$ cat src/design/nvss_defines.vh
// Purpose: Constants for the nonvolatile SRAM host-side sequencer
// Assumes: 40 MHz ref_clk
// Notes: Pin timings expressed in ref_clk cycles
`ifndef NVSS_DEFINES_VH
`define NVSS_DEFINES_VH
`define NVSS_AW 13
`define NVSS_DW 8
`define NVSS_CLK_MHZ 40
`define NVSS_STORE_MS 10
`define NVSS_RECALL_US 20
`define NVSS_RESTORE_US 550
`define NVSS_STORE_CYC (`NVSS_STORE_MS * 1000 * `NVSS_CLK_MHZ)
`define NVSS_RECALL_CYC (`NVSS_RECALL_US * `NVSS_CLK_MHZ)
`define NVSS_RESTORE_CYC (`NVSS_RESTORE_US * `NVSS_CLK_MHZ)
`define NVSS_PULSE_CYC 4'h2
`define NVSS_SEQ0 13'h0000
`define NVSS_SEQ1 13'h1555
`define NVSS_SEQ2 13'h0aaa
`define NVSS_SEQ3 13'h1fff
`define NVSS_SEQ4 13'h10f0
`define NVSS_SEQ_STORE 13'h0f0f
`define NVSS_SEQ_RECALL 13'h0f0e
`define NVSS_LAST_STEP 3'h5
`define NVSS_OP_READ 2'h0
`define NVSS_OP_WRITE 2'h1
`define NVSS_OP_STORE 2'h2
`define NVSS_OP_RECALL 2'h3
`endif

$ cat src/design/nvss_host.v
// Purpose: Host controller driving an 8K x 8 nonvolatile SRAM through its pins
// Assumes: Device pins sampled synchronously to ref_clk; one request at a time
// Notes: Store and recall are issued as six chip-select controlled reads
// Notes: Waits are fixed worst-case counts; the device is never polled
// Notes: A supply return seen mid-transfer is held and served once idle
// Notes: Every output is registered; read data is taken on the last pulse cycle
`default_nettype none
`include "nvss_defines.vh"
module nvss_host #(
    parameter STORE_CYC = `NVSS_STORE_CYC,
    parameter RESTORE_CYC = `NVSS_RESTORE_CYC,
    parameter RECALL_CYC = `NVSS_RECALL_CYC
) (
    // Clock and reset
    input wire ref_clk,
    input wire rst_n,
    // User request
    input wire req_valid,
    input wire [1:0] req_op,
    input wire [12:0] req_addr,
    input wire [7:0] req_wdata,
    input wire power_restored,
    output reg req_ready,
    output reg rsp_valid,
    output reg [7:0] rsp_rdata,
    output reg busy,
    // Device pins
    output reg chip_select_n,
    output reg write_strobe_n,
    output reg output_drive_n,
    output reg [12:0] addr_bus,
    output reg [7:0] data_io_o,
    output reg data_io_oe,
    input wire [7:0] data_io_i
);
    localparam S_IDLE = 3'h0;
    localparam S_SETUP = 3'h1;
    localparam S_PULSE = 3'h2;
    localparam S_GAP = 3'h3;
    localparam S_WAIT = 3'h4;
    localparam S_ROMW = 3'h5;

    reg [2:0] state;
    reg [1:0] op;
    reg [2:0] step;
    reg [3:0] pcnt;
    reg [31:0] wcnt;
    reg [7:0] wdata;
    reg [12:0] uaddr;
    wire [12:0] seq_addr;
    wire is_seq;
    reg restore_pending;

    // Store and recall both run the six-read sequence
    function is_nv_op(input [1:0] kind);
        begin
            is_nv_op = (kind == `NVSS_OP_STORE) || (kind == `NVSS_OP_RECALL);
        end
    endfunction

    // Counts end at zero, so each load is one short of its length
    function [31:0] wait_load(input restore, input [1:0] kind);
        begin
            if (restore) begin
                wait_load = RESTORE_CYC - 1;
            end else if (kind == `NVSS_OP_STORE) begin
                wait_load = STORE_CYC - 1;
            end else begin
                wait_load = RECALL_CYC - 1;
            end
        end
    endfunction

    assign is_seq = is_nv_op(op);

    nvss_seq_rom u_rom (
        .ref_clk(ref_clk),
        .rst_n(rst_n),
        .step(step),
        .is_recall(op == `NVSS_OP_RECALL),
        .seq_addr(seq_addr)
    );

    // A supply return seen mid-transfer is kept until idle so the power-up
    // wait is never skipped; in idle the flag clears, as a new return is served there at once
    always @(posedge ref_clk or negedge rst_n) begin
        if (!rst_n) begin
            restore_pending <= 1'b0;
        end else if (power_restored && (state != S_IDLE)) begin
            restore_pending <= 1'b1;
        end else if (state == S_IDLE) begin
            restore_pending <= 1'b0;
        end
    end

    always @(posedge ref_clk or negedge rst_n) begin
        if (!rst_n) begin
            state <= S_IDLE;
            op <= `NVSS_OP_READ;
            step <= 3'h0;
            pcnt <= 4'h0;
            wcnt <= 32'h0;
            wdata <= 8'h00;
            uaddr <= 13'h0000;
            req_ready <= 1'b0;
            rsp_valid <= 1'b0;
            rsp_rdata <= 8'h00;
            busy <= 1'b1;
            chip_select_n <= 1'b1;
            write_strobe_n <= 1'b1;
            output_drive_n <= 1'b1;
            addr_bus <= 13'h0000;
            data_io_o <= 8'h00;
            data_io_oe <= 1'b0;
        end else begin
            rsp_valid <= 1'b0;
            case (state)
                S_IDLE: begin
                    if (power_restored || restore_pending) begin
                        // Pins idle high so no write is live when recall ends
                        wcnt <= wait_load(1'b1, op);
                        state <= S_WAIT;
                        busy <= 1'b1;
                        req_ready <= 1'b0;
                    end else if (req_valid && req_ready) begin
                        req_ready <= 1'b0;
                        busy <= 1'b1;
                        op <= req_op;
                        uaddr <= req_addr;
                        wdata <= req_wdata;
                        step <= 3'h0;
                        state <= is_nv_op(req_op) ? S_ROMW : S_SETUP;
                    end else begin
                        req_ready <= 1'b1;
                        busy <= 1'b0;
                    end
                end
                S_ROMW: begin
                    state <= S_SETUP;
                end
                S_SETUP: begin
                    // Address settles before select falls and holds to its rise
                    addr_bus <= is_seq ? seq_addr : uaddr;
                    write_strobe_n <= 1'b1;
                    output_drive_n <= 1'b1;
                    pcnt <= `NVSS_PULSE_CYC;
                    state <= S_PULSE;
                end
                S_PULSE: begin
                    chip_select_n <= 1'b0;
                    if (op == `NVSS_OP_WRITE) begin
                        write_strobe_n <= 1'b0;
                        data_io_o <= wdata;
                        data_io_oe <= 1'b1;
                    end else if (op == `NVSS_OP_READ) begin
                        output_drive_n <= 1'b0;
                    end
                    if (pcnt == 4'h0) begin
                        if (op == `NVSS_OP_READ) begin
                            rsp_rdata <= data_io_i;
                        end
                        chip_select_n <= 1'b1;
                        write_strobe_n <= 1'b1;
                        output_drive_n <= 1'b1;
                        state <= S_GAP;
                    end else begin
                        pcnt <= pcnt - 4'h1;
                    end
                end
                S_GAP: begin
                    // Drop data only after the strobe has risen, giving hold time
                    data_io_oe <= 1'b0;
                    if (is_seq && step != `NVSS_LAST_STEP) begin
                        // Back-to-back reads only; nothing may interleave
                        step <= step + 3'h1;
                        state <= S_ROMW;
                    end else if (is_seq) begin
                        // Store lockout for a store; a recall loads its own far shorter count
                        wcnt <= wait_load(1'b0, op);
                        state <= S_WAIT;
                    end else begin
                        rsp_valid <= 1'b1;
                        state <= S_IDLE;
                    end
                end
                S_WAIT: begin
                    // Pins held deselected so no write is live as a recall ends
                    chip_select_n <= 1'b1;
                    write_strobe_n <= 1'b1;
                    data_io_oe <= 1'b0;
                    if (wcnt == 32'h0) begin
                        rsp_valid <= 1'b1;
                        state <= S_IDLE;
                    end else begin
                        wcnt <= wcnt - 32'h1;
                    end
                end
                default: state <= S_IDLE;
            endcase
        end
    end
endmodule // nvss_host
`default_nettype wire

$ cat src/design/nvss_seq_rom.v
// Purpose: Address list of the six-read store and recall sequences
// Assumes: Step 0 to 5; step 5 depends on store or recall
// Notes: Registered output, one cycle latency
`default_nettype none
`include "nvss_defines.vh"
module nvss_seq_rom (
    // Clock and reset
    input wire ref_clk,
    input wire rst_n,
    // Lookup
    input wire [2:0] step,
    input wire is_recall,
    output reg [12:0] seq_addr
);
    always @(posedge ref_clk or negedge rst_n) begin
        if (!rst_n) begin
            seq_addr <= 13'h0000;
        end else begin
            case (step)
                3'h0: seq_addr <= `NVSS_SEQ0;
                3'h1: seq_addr <= `NVSS_SEQ1;
                3'h2: seq_addr <= `NVSS_SEQ2;
                3'h3: seq_addr <= `NVSS_SEQ3;
                3'h4: seq_addr <= `NVSS_SEQ4;
                default: seq_addr <= is_recall ? `NVSS_SEQ_RECALL : `NVSS_SEQ_STORE;
            endcase
        end
    end
endmodule // nvss_seq_rom
`default_nettype wire

$ cat config.mk
export PLATFORM = sky130hd
export DESIGN_NAME = nvss_host
export DESIGN_NICKNAME = d
export VERILOG_FILES = /design/src/design/nvss_host.v /design/src/design/nvss_seq_rom.v
export VERILOG_INCLUDE_DIRS = /design/src /design/src/design
export SDC_FILE = /design/constraint.sdc
export NUM_CORES = 1
export LEC_CHECK = 0
export BUFFER_PORTS_ARGS = -buffer_cell sky130_fd_sc_hd__buf_2
export CORE_ASPECT_RATIO = 1.25
export CORE_MARGIN = 5
export CORE_UTILIZATION = 25
export CTS_CLUSTER_DIAMETER = 120
export DETAILED_ROUTE_END_ITERATION = 6
export PLACE_DENSITY_LB_ADDON = 0.15
export SLEW_MARGIN = 20
export SYNTH_ARGS = -nofsm -noshare
export SYNTH_HDL_FRONTEND = slang
export SYNTH_SLANG_ARGS = --single-unit
$ cat constraint.sdc
create_clock -name ref_clk -period 2.3 [get_ports ref_clk]
set_input_delay 0.46 -clock ref_clk [delete_from_list [all_inputs] [get_ports ref_clk]]
set_output_delay 0.46 -clock ref_clk [all_outputs]
set_load 0.05 [all_outputs]
==> results by group <==
Synth
  – Synthesized area: 0.00525 mm²
  – Avg Cell Area, Syn: 10.4 µm²
  – Cells after synthesis: 505
  – Count of cell types in the netlist: 57
  – Post-synth ARST share: 1.00
  – #FFs+latches synth: roughly 110
  – Syn. warnings: 0
  – Sequential share of the synthesized area: 0.511
  – EDFF count, synth: 0
  – Ys flop type: dfrtp_1
  – Net Count, Synth: about 550

Clock network
  – CTS tree: done
  – Cts bufs inserted: 9
  – Root buf cell: clkbuf_16
  – Clk buf depth: 2
  – Clk pin slew, worst setup/hold paths: 0.08 ns
  – Clock tree sinks: 107
  – H-tree depth: 3
  – Worst-Skew Late Latency: 0.36 ns

Detailed routing
  – Residual DRC: 0
  – Post-DR vias/cell: 4.87
  – Final wirelength: 14800 µm
  – DR pass1 iterations: 4
  – DR iter-0 viols: 175
  – Antenna Violating Nets Remaining: 0
  – WL per Instance: between 15 and 20 µm
  – Vias: 4390

Timing
  – Final Hold Viols: 0
  – Worst-Margin Slew: 0.614 ns
  – RSZ-0062 raised after global routing: yes
  – Final setup fails: 4
  – Max frequency: 425 MHz
  – Clock Skews: 0.00965 ns
  – Minimum clock period: between 2 and 2.5 ns
  – Worst setup margin: -0.0503 ns
  – Final Hold Slack: 0.0606 ns
  – Post-route clock period utilization: 1.02
  – Slew HR: 0.588
  – Pins Over Slew Limit: 0

Floorplanning
  – Die footprint: 0.0240 mm²
  – Core area: 0.0207 mm²
  – Die width: 140 µm
  – I/O pin count: 71
  – Initial core utilization: 0.253
  – Std cell rows: 59
  – Die Span Y: 172 µm

Setup path
  – Crit-path most repeated cell: buf_6
  – Crit-path max cell delay: 0.46 ns
  – Reg2reg setup slack: -0.05 ns
  – Critical Path Sink: wcnt[14]
  – Worst Setup Start Kind: register
  – Worst reg2reg startpoint: wcnt[0]
  – Crit path cell chain: inv_2 -> ha_4 -> or4b_4 -> or3_4 -> buf_6 -> nor3_4 -> buf_6 -> buf_12 -> nor3_2 -> o221a_2
  – Crit path DAT: 2.59 ns
  – Worst r2r path cells: 10
  – RR Endpoint: wcnt[14]
  – Worst setup path start: wcnt[0]
  – Crit. path cell count: 10
  – Worst path top cell family by delay: simple AND/OR/NAND/NOR gates
  – Max stage delay cell, worst path: or4b_4
  – Buffers and inverters on the worst path: 4
  – Critical Path RT: about 2.5 ns
  – Crit path capture type: register
  – Worst setup path class: register to register
  – CP max FO: 11

GRT
  – First-pass GRT wire length: 24300 µm
  – Pin count of the biggest net entering global routing: 39
  – Number of global-route vias before repair: 4639
  – Initial antenna violation count: 0
  – Aggregate global routing overflow: 0
  – Total GRT Usage: 0.125

Pwr
  – Total Power: 9.15 mW
  – Static Leak: 3.03 nW
  – Pwr dens: about 1300 mW/mm²
  – Worst ir drop on vdd: 0.826 mV

Layout
  – Finished Layout Cells: 902
  – Reg area: 0.00268 mm²
  – Area growth syn-to-layout: 30.2%
  – Area occupied by multi-input gates: roughly 0.0026 mm²
  – Final-layout fill cell count: 2150
  – Layout cells sized above 1: 0.362
  – Fin nets: around 670

Outcome
  – Failing checks: negative setup slack
  – Status: finished, violations left

Placement
  – Dpl cells: 872
  – Placer Congestion: 0.807
  – Final HPWL from detailed placement: roughly 10000 µm
  – Port bufs: 70

Flow run
  – Max Cap Viol: 0

Hold path
  – Worst Hold Class: primary input to async pin
## Yosys cell counts, types with 9 or more instances
library cell	number	share of area
or3_1	9	0.011
dfrtp_1	103	0.49
nand2_1	29	0.021
nand3_1	12	0.011
a21oi_1	39	0.037
inv_1	12	0.0086
nor3_1	12	0.011
o31ai_1	18	0.026
clkbuf_1	19	0.014
nor2_1	53	0.038
mux2_2	39	0.084
or4_1	19	0.027
mux2i_1	16	0.031
o21ai_0	24	0.023
## logic make-up after synthesis
logic type | Yosys count | share of synthesized area
buffers and inverters | 39 | 0.0322
multiplexers | 55 | 0.114
flip-flops | 107 | 0.511
adder cells (fa/ha/maj) | 8 | 0.0191
AO/OA/AOI/OAI | 119 | 0.139
XOR/XNOR | 2 | 0.00334
AND/OR/NAND/NOR | 175 | 0.182
## report_power, final
| part | switching (mW) | internal (mW) |
|---|---|---|
| Combinational | 2.88 | 1.60 |
| Sequential | 0.509 | 2.62 |
| Clock | 0.783 | 0.761 |
| Total | 4.17 | 4.98 |
## area by class of cell
| class | instances | area share |
|---|---|---|
| Clock buffer | 10 | 0.0335 |
| Multi-Input combinational cell | 360 | 0.374 |
| Sequential cell | 107 | 0.393 |
| Inverter | 12 | 0.00659 |
| Clock inverter | 6 | 0.00787 |
| Antenna cell | 1 | 0.000366 |
| Tap cell | 274 | 0.0502 |
| Timing Repair Buffer | 132 | 0.135 |
## worst register-to-register path: stages (launching register included)
cell and delay [ns]:
dfrtp_1 0.42, inv_2 0.09, ha_4 0.12, or4b_4 0.46, or3_4 0.35, buf_6 0.13, nor3_4 0.17, buf_6 0.13
buf_12 0.11, nor3_2 0.04, o221a_2 0.22
## cell usage in the layout, fill, tap and decap left out, types with 5 or more instances in the layout
cell and instances:
inv_1 10, ha_1 7, nor3_1 10, o21ai_0 23, or3_1 8, buf_12 5
buf_4 50, nand2_1 28, o31ai_1 15, buf_6 7, or4_1 13, dfrtp_1 103
o21ai_1 7, a31oi_1 6, nor2_1 51, a21oi_1 36, nor4_1 7, clkbuf_16 10
nand3_1 12, mux2_2 39, nand2b_1 7, buf_2 69, mux2i_1 16, or4_4 6
## worst min path at each step
stage / end / start / cells after the start / slack, ns
finish: wcnt[26] / rst_n / 1 / 0.06
global route: wcnt[26] / rst_n / 1 / 0.10
CTS: wcnt[26] / rst_n / 1 / 0.07
detailed placement: wcnt[27] / rst_n / 1 / 0.46
global placement: wcnt[27] / rst_n / 1 / 0.46
floorplan: addr_bus[0] / rst_n / 0 / 0.16
## per-layer routing
| layer | GRT usage | routed length (µm) | vias to the layer above |
|---|---|---|---|
| li1 | - | - | 2100 |
| met1 | 0.149 | 6440 | 2199 |
| met2 | 0.226 | 7550 | 76 |
| met3 | 0.0285 | 574 | 15 |
| met4 | 0.0375 | 246 | 0 |
| met5 | 0 | 0 | - |
## registers in the layout (all words and copies together), names as in the netlist
| register | cells |
|---|---|
| wcnt | 32 |
| addr_bus | 13 |
| uaddr | 13 |
| data_io_o | 8 |
| rsp_rdata | 8 |
| wdata | 8 |
| u_rom.seq_addr | 5 |
| pcnt | 4 |
| state | 3 |
| step | 3 |
| op | 2 |
| busy | 1 |
| chip_select_n | 1 |
| data_io_oe | 1 |
| output_drive_n | 1 |
| req_ready | 1 |
| restore_pending | 1 |
| rsp_valid | 1 |
| write_strobe_n | 1 |
## stage by stage
step	utilization	instance area (µm²)	setup WS, ns	setup TNS [ns]
2_1_floorplan	-	5290	-0.0476	-0.539
3_3_place_gp	0.303	6290	-0.0298	-0.0457
3_5_place_dp	0.303	6290	-0.0861	-0.714
4_1_cts	0.318	6600	-0.0556	-0.185
5_1_grt	0.329	6830	-0.148	-1.52
6_report	0.329	6830	-0.0503	-0.0672
## timing repair
item	CTS	global route
endpoints found under the setup margin	20	27
cloned	0	3
resized for setup	5	25
hold buffers	0	0
setup buffers	0	10
pin swaps	1	12
(Power assumes the default switching activity.)
